===== config.mk =====
export PLATFORM = sky130hd
export DESIGN_NAME = bsr_regbank
export DESIGN_NICKNAME = d
export VERILOG_FILES = /design/src/verilog/bsr_pkg.sv /design/src/verilog/bsr_rail_regs.sv /design/src/verilog/bsr_regbank.sv /design/src/verilog/bsr_setpoint_conv.sv
export SDC_FILE = /design/constraint.sdc
export NUM_CORES = 1
export LEC_CHECK = 0
export ABC_AREA = 0
export BUFFER_PORTS_ARGS = -buffer_cell sky130_fd_sc_hd__buf_2
export CORE_AREA = 3 3 160 162
export CTS_CLUSTER_DIAMETER = 120
export DETAILED_ROUTE_END_ITERATION = 16
export DIE_AREA = 0 0 163 165
export PLACE_DENSITY_LB_ADDON = 0.1
export SLEW_MARGIN = 20
export SYNTH_ARGS = -nofsm -noshare
export SYNTH_HDL_FRONTEND = slang
export SYNTH_SLANG_ARGS = --single-unit
export TNS_END_PERCENT = 30

===== constraint.sdc =====
create_clock -name clk -period 4.1 [get_ports clk]
set_input_delay 0.41 -clock clk [delete_from_list [all_inputs] [get_ports clk]]
set_output_delay 0.41 -clock clk [all_outputs]
set_load 0.05 [all_outputs]

===== src/verilog/bsr_pkg.sv =====
// package for the step-down rail set point register bank
// assumes one 10 MHz clock and a synchronous active-high reset everywhere

package bsr_pkg;

    // register indices; byte address on the bus is four times the index
    localparam logic [5:0] BSR_IDX_AB_NORMAL  = 6'h20;
    localparam logic [5:0] BSR_IDX_AB_STANDBY = 6'h21;
    localparam logic [5:0] BSR_IDX_AB_SLEEP   = 6'h22;
    localparam logic [5:0] BSR_IDX_AB_MODE    = 6'h23;
    localparam logic [5:0] BSR_IDX_AB_CONFIG  = 6'h24;
    localparam logic [5:0] BSR_IDX_C_NORMAL   = 6'h2e;
    localparam logic [5:0] BSR_IDX_C_STANDBY  = 6'h2f;
    localparam logic [5:0] BSR_IDX_C_SLEEP    = 6'h30;
    localparam logic [5:0] BSR_IDX_C_MODE     = 6'h31;
    localparam logic [5:0] BSR_IDX_C_CONFIG   = 6'h32;
    localparam logic [5:0] BSR_IDX_STATUS     = 6'h34;

    // one register set per output, five registers each
    localparam int                BSR_NUM_RAILS = 2;
    localparam logic [2:0]        BSR_RAIL_REGS = 3'h5;
    localparam logic [1:0][5:0]   BSR_RAIL_BASE = {BSR_IDX_C_NORMAL, BSR_IDX_AB_NORMAL};

    // register position inside one rail set
    localparam logic [2:0] BSR_LOC_NORMAL  = 3'h0;
    localparam logic [2:0] BSR_LOC_STANDBY = 3'h1;
    localparam logic [2:0] BSR_LOC_SLEEP   = 3'h2;
    localparam logic [2:0] BSR_LOC_MODE    = 3'h3;
    localparam logic [2:0] BSR_LOC_CONFIG  = 3'h4;

    // field positions
    localparam int BSR_CODE_MSB      = 5;
    localparam int BSR_MODE_MSB      = 3;
    localparam int BSR_SLEEP_BEH_BIT = 5;
    localparam int BSR_ILIM_BIT      = 0;
    localparam int BSR_FREQ_LSB      = 2;
    localparam int BSR_PHASE_LSB     = 4;
    localparam int BSR_SPEED_LSB     = 6;

    // values after reset
    localparam logic [5:0] BSR_CODE_RST = 6'h00;
    localparam logic [3:0] BSR_MODE_RST = 4'h8;
    localparam logic       BSR_BEH_RST  = 1'b0;
    localparam logic [7:0] BSR_CFG_RST  = 8'h00;

    // set point code to millivolts: base plus code times step
    localparam logic [10:0] BSR_VBASE_MV = 11'h12c;
    localparam logic [10:0] BSR_VSTEP_MV = 11'h019;

    // avalon response codes
    localparam logic [1:0] BSR_RESP_OKAY   = 2'h0;
    localparam logic [1:0] BSR_RESP_DECERR = 2'h3;

    // operating state of the regulators, driven by the power sequencer
    typedef enum logic [1:0] {
        BSR_PS_NORMAL,
        BSR_PS_STANDBY,
        BSR_PS_SLEEP
    } bsr_pstate_t;

    // bus slave sequencing
    typedef enum logic {
        BSR_BUS_IDLE,
        BSR_BUS_ANSWER
    } bsr_bus_state_t;

endpackage


===== src/verilog/bsr_rail_regs.sv =====
// one rail's register set: three set points, mode selector, configuration
// assumes the bus slave gives a one-cycle write strobe with a local index

module bsr_rail_regs (
    // clock and reset
    input  wire logic       clk,
    input  wire logic       srst,
    // register access
    input  wire logic       wr_stb,
    input  wire logic [2:0] wr_loc,
    input  wire logic [7:0] wr_data,
    input  wire logic [2:0] rd_loc,
    output logic      [7:0] rd_data,
    // stored fields
    output logic      [5:0] normal_code_reg,
    output logic      [5:0] standby_code_reg,
    output logic      [5:0] sleep_code_reg,
    output logic      [3:0] switch_mode_code_reg,
    output logic            sleep_behaviour_reg,
    output logic      [7:0] config_reg
);
    import bsr_pkg::*;

    // set points; only the six code bits are kept
    always_ff @(posedge clk) begin
        if (srst) begin
            normal_code_reg  <= BSR_CODE_RST;
            standby_code_reg <= BSR_CODE_RST;
            sleep_code_reg   <= BSR_CODE_RST;
        end else if (wr_stb) begin
            if (wr_loc == BSR_LOC_NORMAL)  normal_code_reg  <= wr_data[BSR_CODE_MSB:0];
            if (wr_loc == BSR_LOC_STANDBY) standby_code_reg <= wr_data[BSR_CODE_MSB:0];
            if (wr_loc == BSR_LOC_SLEEP)   sleep_code_reg   <= wr_data[BSR_CODE_MSB:0];
        end
    end

    // mode selector; bits 4, 6 and 7 have no storage
    always_ff @(posedge clk) begin
        if (srst) begin
            switch_mode_code_reg <= BSR_MODE_RST;
            sleep_behaviour_reg  <= BSR_BEH_RST;
        end else if (wr_stb && wr_loc == BSR_LOC_MODE) begin
            switch_mode_code_reg <= wr_data[BSR_MODE_MSB:0];
            sleep_behaviour_reg  <= wr_data[BSR_SLEEP_BEH_BIT];
        end
    end

    // configuration is a full byte; the spare bit 1 also reads back
    always_ff @(posedge clk) begin
        if (srst) begin
            config_reg <= BSR_CFG_RST;
        end else if (wr_stb && wr_loc == BSR_LOC_CONFIG) begin
            config_reg <= wr_data;
        end
    end

    // read mux; unused bits return zero
    always_comb begin
        case (rd_loc)
            BSR_LOC_NORMAL:  rd_data = {2'h0, normal_code_reg};
            BSR_LOC_STANDBY: rd_data = {2'h0, standby_code_reg};
            BSR_LOC_SLEEP:   rd_data = {2'h0, sleep_code_reg};
            BSR_LOC_MODE:    rd_data = {2'h0, sleep_behaviour_reg, 1'b0, switch_mode_code_reg};
            BSR_LOC_CONFIG:  rd_data = config_reg;
            default:         rd_data = 8'h00;
        endcase
    end

endmodule


===== src/verilog/bsr_regbank.sv =====
// top of the step-down rail set point register bank with its avalon-mm slave
// assumes a single 10 MHz clock, synchronous reset and a sequencer on the same clock

module bsr_regbank (
    // clock and reset
    input  wire logic                 clk,
    input  wire logic                 srst,
    // avalon-mm slave, byte addressed, one word per register
    input  wire logic          [7:0]  avs_address,
    input  wire logic                 avs_read,
    input  wire logic                 avs_write,
    input  wire logic         [31:0]  avs_writedata,
    input  wire logic          [3:0]  avs_byteenable,
    output logic              [31:0]  avs_readdata,
    output logic                      avs_waitrequest,
    output logic               [1:0]  avs_response,
    // operating state from the power sequencer
    input  wire bsr_pkg::bsr_pstate_t power_state,
    // a/b rail settings
    output logic               [5:0]  ab_normal_code,
    output logic               [5:0]  ab_standby_code,
    output logic               [5:0]  ab_sleep_code,
    output logic               [3:0]  ab_switch_mode_code,
    output logic                      ab_sleep_behaviour,
    output logic                      ab_current_limit_sel,
    output logic               [1:0]  ab_freq_sel,
    output logic               [1:0]  ab_phase_sel,
    output logic               [1:0]  ab_scaling_speed_sel,
    // a/b rail targets for the present state
    output logic               [5:0]  ab_active_code,
    output logic              [10:0]  ab_active_mv,
    output logic                      ab_rail_on,
    output logic                      ab_sleep_pfm,
    // c rail settings
    output logic               [5:0]  c_normal_code,
    output logic               [5:0]  c_standby_code,
    output logic               [5:0]  c_sleep_code,
    output logic               [3:0]  c_switch_mode_code,
    output logic                      c_sleep_behaviour,
    output logic                      c_current_limit_sel,
    output logic               [1:0]  c_freq_sel,
    output logic               [1:0]  c_phase_sel,
    output logic               [1:0]  c_scaling_speed_sel,
    // c rail targets for the present state
    output logic               [5:0]  c_active_code,
    output logic              [10:0]  c_active_mv,
    output logic                      c_rail_on,
    output logic                      c_sleep_pfm
);
    import bsr_pkg::*;

    // per-rail views, element 0 is a/b and element 1 is c
    logic [5:0]  normal_code      [BSR_NUM_RAILS];
    logic [5:0]  standby_code     [BSR_NUM_RAILS];
    logic [5:0]  sleep_code       [BSR_NUM_RAILS];
    logic [3:0]  switch_mode_code [BSR_NUM_RAILS];
    logic        sleep_behaviour  [BSR_NUM_RAILS];
    logic [7:0]  config_byte      [BSR_NUM_RAILS];
    logic [5:0]  active_code      [BSR_NUM_RAILS];
    logic [10:0] active_mv        [BSR_NUM_RAILS];
    logic        rail_on          [BSR_NUM_RAILS];
    logic        sleep_pfm        [BSR_NUM_RAILS];
    logic [7:0]  rail_rd_data     [BSR_NUM_RAILS];
    logic        rail_hit         [BSR_NUM_RAILS];
    logic [2:0]  rail_loc         [BSR_NUM_RAILS];
    logic        rail_wr_stb      [BSR_NUM_RAILS];

    // bus slave state
    bsr_bus_state_t bus_state_reg;
    logic [31:0]    readdata_reg;
    logic           waitrequest_reg;
    logic [1:0]     response_reg;

    // address decode
    logic [5:0]     reg_index;
    logic           word_aligned;
    logic           status_hit;
    logic           any_hit;
    logic           bus_req;
    logic           write_commit;
    logic [7:0]     rd_byte;
    logic [7:0]     status_byte;

    // the register index is the byte address divided by four
    assign reg_index    = avs_address[7:2];
    assign word_aligned = (avs_address[1:0] == 2'h0);
    assign status_hit   = word_aligned && (reg_index == BSR_IDX_STATUS);
    assign bus_req      = avs_read || avs_write;

    // a write lands only at the edge where waitrequest is seen low
    assign write_commit = (bus_state_reg == BSR_BUS_ANSWER) && avs_write && avs_byteenable[0];

    // one register set and one target converter per rail
    genvar g;
    generate
        for (g = 0; g < BSR_NUM_RAILS; g++) begin : g_rail
            // each rail owns five consecutive indices from its base
            assign rail_loc[g]    = 3'(reg_index - BSR_RAIL_BASE[g]);
            assign rail_hit[g]    = word_aligned && (reg_index >= BSR_RAIL_BASE[g])
                                    && (reg_index < BSR_RAIL_BASE[g] + 6'(BSR_RAIL_REGS));
            assign rail_wr_stb[g] = write_commit && rail_hit[g];

            bsr_rail_regs u_regs (
                .clk                  (clk),
                .srst                 (srst),
                .wr_stb               (rail_wr_stb[g]),
                .wr_loc               (rail_loc[g]),
                .wr_data              (avs_writedata[7:0]),
                .rd_loc               (rail_loc[g]),
                .rd_data              (rail_rd_data[g]),
                .normal_code_reg      (normal_code[g]),
                .standby_code_reg     (standby_code[g]),
                .sleep_code_reg       (sleep_code[g]),
                .switch_mode_code_reg (switch_mode_code[g]),
                .sleep_behaviour_reg  (sleep_behaviour[g]),
                .config_reg           (config_byte[g])
            );

            bsr_setpoint_conv u_conv (
                .clk             (clk),
                .srst            (srst),
                .power_state     (power_state),
                .normal_code     (normal_code[g]),
                .standby_code    (standby_code[g]),
                .sleep_code      (sleep_code[g]),
                .sleep_behaviour (sleep_behaviour[g]),
                .active_code_reg (active_code[g]),
                .active_mv_reg   (active_mv[g]),
                .rail_on_reg     (rail_on[g]),
                .sleep_pfm_reg   (sleep_pfm[g])
            );
        end
    endgenerate

    assign any_hit = rail_hit[0] || rail_hit[1] || status_hit;

    // status byte: present state and the on/pfm view of both rails
    assign status_byte = {2'h0, sleep_pfm[1], rail_on[1], sleep_pfm[0], rail_on[0], power_state};

    // read data for the addressed register; misses read zero
    always_comb begin
        if (rail_hit[0]) begin
            rd_byte = rail_rd_data[0];
        end else if (rail_hit[1]) begin
            rd_byte = rail_rd_data[1];
        end else if (status_hit) begin
            rd_byte = status_byte;
        end else begin
            rd_byte = 8'h00;
        end
    end

    // two-step handshake: the request is seen in idle, answered one cycle later.
    // the answer always takes exactly one wait cycle, which keeps the read mux
    // off the path from the bus inputs to the outputs at no real cost.
    always_ff @(posedge clk) begin
        if (srst) begin
            bus_state_reg   <= BSR_BUS_IDLE;
            waitrequest_reg <= 1'b1;
        end else begin
            case (bus_state_reg)
                BSR_BUS_IDLE: begin
                    if (bus_req) begin
                        bus_state_reg   <= BSR_BUS_ANSWER;
                        waitrequest_reg <= 1'b0;
                    end
                end
                BSR_BUS_ANSWER: begin
                    bus_state_reg   <= BSR_BUS_IDLE;
                    waitrequest_reg <= 1'b1;
                end
                default: begin
                    bus_state_reg   <= BSR_BUS_IDLE;
                    waitrequest_reg <= 1'b1;
                end
            endcase
        end
    end

    // read data and response are captured when the request is first seen;
    // the master holds the address, so they stay valid through the answer
    always_ff @(posedge clk) begin
        if (srst) begin
            readdata_reg <= 32'h0000_0000;
            response_reg <= BSR_RESP_OKAY;
        end else if (bus_state_reg == BSR_BUS_IDLE && bus_req) begin
            readdata_reg <= avs_read ? {24'h00_0000, rd_byte} : 32'h0000_0000;
            response_reg <= any_hit ? BSR_RESP_OKAY : BSR_RESP_DECERR;
        end
    end

    assign avs_readdata    = readdata_reg;
    assign avs_waitrequest = waitrequest_reg;
    assign avs_response    = response_reg;

    // a/b settings straight from the register flops
    assign ab_normal_code       = normal_code[0];
    assign ab_standby_code      = standby_code[0];
    assign ab_sleep_code        = sleep_code[0];
    assign ab_switch_mode_code  = switch_mode_code[0];
    assign ab_sleep_behaviour   = sleep_behaviour[0];
    assign ab_current_limit_sel = config_byte[0][BSR_ILIM_BIT];
    assign ab_freq_sel          = config_byte[0][BSR_FREQ_LSB +: 2];
    assign ab_phase_sel         = config_byte[0][BSR_PHASE_LSB +: 2];
    assign ab_scaling_speed_sel = config_byte[0][BSR_SPEED_LSB +: 2];

    // a/b targets from the converter flops
    assign ab_active_code = active_code[0];
    assign ab_active_mv   = active_mv[0];
    assign ab_rail_on     = rail_on[0];
    assign ab_sleep_pfm   = sleep_pfm[0];

    // c settings use the same byte layout but their own storage
    assign c_normal_code       = normal_code[1];
    assign c_standby_code      = standby_code[1];
    assign c_sleep_code        = sleep_code[1];
    assign c_switch_mode_code  = switch_mode_code[1];
    assign c_sleep_behaviour   = sleep_behaviour[1];
    assign c_current_limit_sel = config_byte[1][BSR_ILIM_BIT];
    assign c_freq_sel          = config_byte[1][BSR_FREQ_LSB +: 2];
    assign c_phase_sel         = config_byte[1][BSR_PHASE_LSB +: 2];
    assign c_scaling_speed_sel = config_byte[1][BSR_SPEED_LSB +: 2];

    // c targets from the converter flops
    assign c_active_code = active_code[1];
    assign c_active_mv   = active_mv[1];
    assign c_rail_on     = rail_on[1];
    assign c_sleep_pfm   = sleep_pfm[1];

endmodule


===== src/verilog/bsr_setpoint_conv.sv =====
// picks the set point for the present operating state and scales it to millivolts
// assumes the operating state is synchronous to clk

module bsr_setpoint_conv (
    // clock and reset
    input  wire logic                clk,
    input  wire logic                srst,
    // state and stored set points
    input  wire bsr_pkg::bsr_pstate_t power_state,
    input  wire logic         [5:0]  normal_code,
    input  wire logic         [5:0]  standby_code,
    input  wire logic         [5:0]  sleep_code,
    input  wire logic                sleep_behaviour,
    // regulator targets
    output logic              [5:0]  active_code_reg,
    output logic             [10:0]  active_mv_reg,
    output logic                     rail_on_reg,
    output logic                     sleep_pfm_reg
);
    import bsr_pkg::*;

    logic [5:0] code_next;

    // choose the code for the present state
    always_comb begin
        case (power_state)
            BSR_PS_STANDBY: code_next = standby_code;
            BSR_PS_SLEEP:   code_next = sleep_code;
            default:        code_next = normal_code;
        endcase
    end

    // linear map, 63 * 25 + 300 = 1875 fits in eleven bits
    always_ff @(posedge clk) begin
        if (srst) begin
            active_code_reg <= BSR_CODE_RST;
            active_mv_reg   <= BSR_VBASE_MV;
        end else begin
            active_code_reg <= code_next;
            active_mv_reg   <= BSR_VBASE_MV + 11'({5'h00, code_next} * BSR_VSTEP_MV);
        end
    end

    // in sleep the rail is either off or held in pulse-frequency mode
    always_ff @(posedge clk) begin
        if (srst) begin
            rail_on_reg   <= 1'b1;
            sleep_pfm_reg <= 1'b0;
        end else begin
            rail_on_reg   <= !(power_state == BSR_PS_SLEEP && !sleep_behaviour);
            sleep_pfm_reg <= (power_state == BSR_PS_SLEEP) && sleep_behaviour;
        end
    end

endmodule

==> flow_summary.ini <==
[setup_path]
cpMaxStageDelayCell = ha_1
cp.arrival_ps = 4020
endpoint_kind = register
path_class = input pin to register
path_max_fanout = 9
crit_top_cell = ha_1
crit_required_ps = 4340
critical_path.cell_chain = buf_2, inv_1, ha_1, inv_1, buf_4, o21ai_0, inv_1, ha_1, ha_1, ha_1, ha_1, nor2b_1, nor3_1, o21bai_1, a21oi_1, mux2_2
start_kind = input pin
reg2reg_slack_ps = 680
max_stage_delay_ps = 430

[cells_and_area]
fillers = 2649
layout.cells.non_filler = 1120
design_area_sq_um = 7236
largest_reg_flops = 22
diodes = 0
utilization_pct = 29.84
finalNetCount = 894
syn_to_final_growth_pct = 19.14
drive_gt1_share_pct = 23.99

[sta]
tightestPinTransition_ps = 853.8
drv_slew = 0
max_slew_margin_pct = 43.02
setup_violations = 0
fin_crit_ps = 3773
grt_setup_unrepaired = false
setup-tns-final_ps = 0
skew_ps = 13.35
final-hold-violation-count = 0
fmax_mhz = 265.1
post-route-period-util_pct = 92.02

[detailed_routing]
first_pass_iters = 4
drc = 0
antenna_left = 0
drt_iter0_drc = 311
avgRoutedWirePerCell_um = 17.69
wl_um = 19820
vias_per_cell = 4.660
vias = 5219

[clocking]
postCtsHoldBufs = 0
cts.sinks = 107
clk_path_buf_depth = 2
post_cts_buffers = 0
cts_tree = yes
cts-buffers-inserted = 9
htreeDepth = 3
root_buffer = clkbuf_16
path_clk_slew_ps = 80
ctsResizeCount = 0
clkLatencyLatePin_ps = 360

[yosys]
async_flop_share_pct = 0
syn_area_per_cell_sq_um = 8.905
ys_ff_latch = 107
synth_top_cell_by_area = dfxtp_1
yosys.cell_types.count = 63
synth-main-ff-cell = dfxtp_1
synth_area_leaders = dfxtp_1 35%, ha_1 9.5%, mux2i_1 9.1%
yosysSeqAreaShare_pct = 35.27
yosysWarnings = 0
synth-edff-count = 0
synthCells = 682
syn_area_sq_um = 6073
synth.top_cell.area_share_pct = 35.27

[floorplanning]
coreArea_sq_um = 24250
row_count = 57
io-pin-count = 183
die_y_um = 165
start_util_pct = 25.05
die_w_um = 163
die_area_sq_um = 26900

[pwr]
p_leak_nw = 3.474
max-vdd-ir-drop_mv = 0.1332
p_per_area_nw_per_um2 = 376.3

[status]
status = complete, no violations

[grt]
grt_max_degree = 60
track_usage_pct = 14.52
met2_usage_pct = 22.39
grt-busiest-layer = met2
antenna_found_initial = 0
grt-ovfl-total = 0
grt_pass1_wl_um = 29790
use_met1_pct = 20.39
grt_pass1_vias = 5137
grt_use_met3_pct = 3.060

[place]
dp_cells = 1105
place_congestion = 0.8172
port_buffers = 131
dp_hpwl_um = 15190
post_dp_cell_area_sq_um = 6942

[hold_path]
hold_path.class = input pin to register

[job]
maxCapViolCount = 0
==> cells in the mapped netlist (15+ instances only) <==
cell,count
inv_1,32
mux2i_1,55
nand2_1,35
a21oi_1,34
nor2_1,78
dfxtp_1,107
nand3_1,25
ha_1,46
o21ai_0,24
nand2b_1,15
clkbuf_1,26
buf_4,44
==> worst paths after layout <==
check / startpoint / to / cells after the start
setup / recovery: power_state[0] / g_rail[1].u_conv.active_mv_reg[10] / 16
hold / removal: avs_writedata[6] / g_rail[1].u_regs.config_reg[6] / 3
setup reg to reg: g_rail[0].u_regs.standby_code_reg[1] / g_rail[0].u_conv.active_mv_reg[10] / 15
hold reg to reg: avs_waitrequest / avs_waitrequest / 1
==> through the flow <==
step | total power (W) | hold WS [ps] | setup WS [ps]
global route | 0.002868 | 326.1 | 38.10
CTS | 0.002773 | 292.2 | 299.6
floorplan | 0.001677 | 460.0 | 243.0
finish | 0.002723 | 307.4 | 327.4
global placement | 0.001845 | 449.1 | 6.568
detailed placement | 0.001849 | 455.2 | -70.06
==> cell type report <==
cell class / instances / area (sq um) / area share (%)
tap: 324 / 405.4 / 5.603
multi-input combinational: 484 / 3417 / 47.22
sequential: 107 / 2142 / 29.60
inverter: 33 / 123.9 / 1.712
clock inverter: 3 / 47.55 / 0.6571
clock buffer: 12 / 246.5 / 3.407
timing repair buffer: 157 / 853.3 / 11.79
==> logic make-up (layout without fill, tap and decap cells) <==
group                    Yosys count  in the layout  synth area share, %
multiplexers                      59             59                9.806
buffers and inverters            114            205                9.889
AND/OR/NAND/NOR                  208            208                17.08
XOR/XNOR                           7              7                1.009
other                              1             24              0.06175
AO/OA/AOI/OAI                    134            134                15.43
flip-flops                       107            107                35.27
adder cells (fa/ha/maj)           52             52                11.45
==> layer usage <==
metal  up-vias  wire length (um)
met1      2528              9473
li1       2537                 -
met3        20              1057
met4         0               219
met2       134              9064
met5         -                 0
==> critical path: cells and delay by family <==
kind | cells | cell delay, ps
AO/OA/AOI/OAI | 3 | 610
buffers and inverters | 5 | 610
adder cells (fa/ha/maj) | 5 | 1690
AND/OR/NAND/NOR | 2 | 350
multiplexers | 1 | 340
==> cells in the final DEF, fill, tap and decap left out, types with 12 or more instances in the layout <==
master,synthesis,layout
a211oi_1,12,12
a21oi_1,34,34
buf_2,6,130
buf_4,44,27
conb_1,1,24
dfxtp_1,107,107
ha_1,46,46
inv_1,32,32
mux2i_1,55,55
nand2_1,35,35
nand2b_1,15,15
nand3_1,25,25
nor2_1,78,78
nor2b_1,14,14
o21ai_0,24,24
==> report_power, final <==
group	leakage (nW)	internal, W	switching, W
Sequential	0.869	0.00109	0.0000140
Combinational	2.46	0.000213	0.000502
Clock	0.143	0.000492	0.000416
Total	3.47	0.00179	0.000932
(Power assumes the default switching activity.)
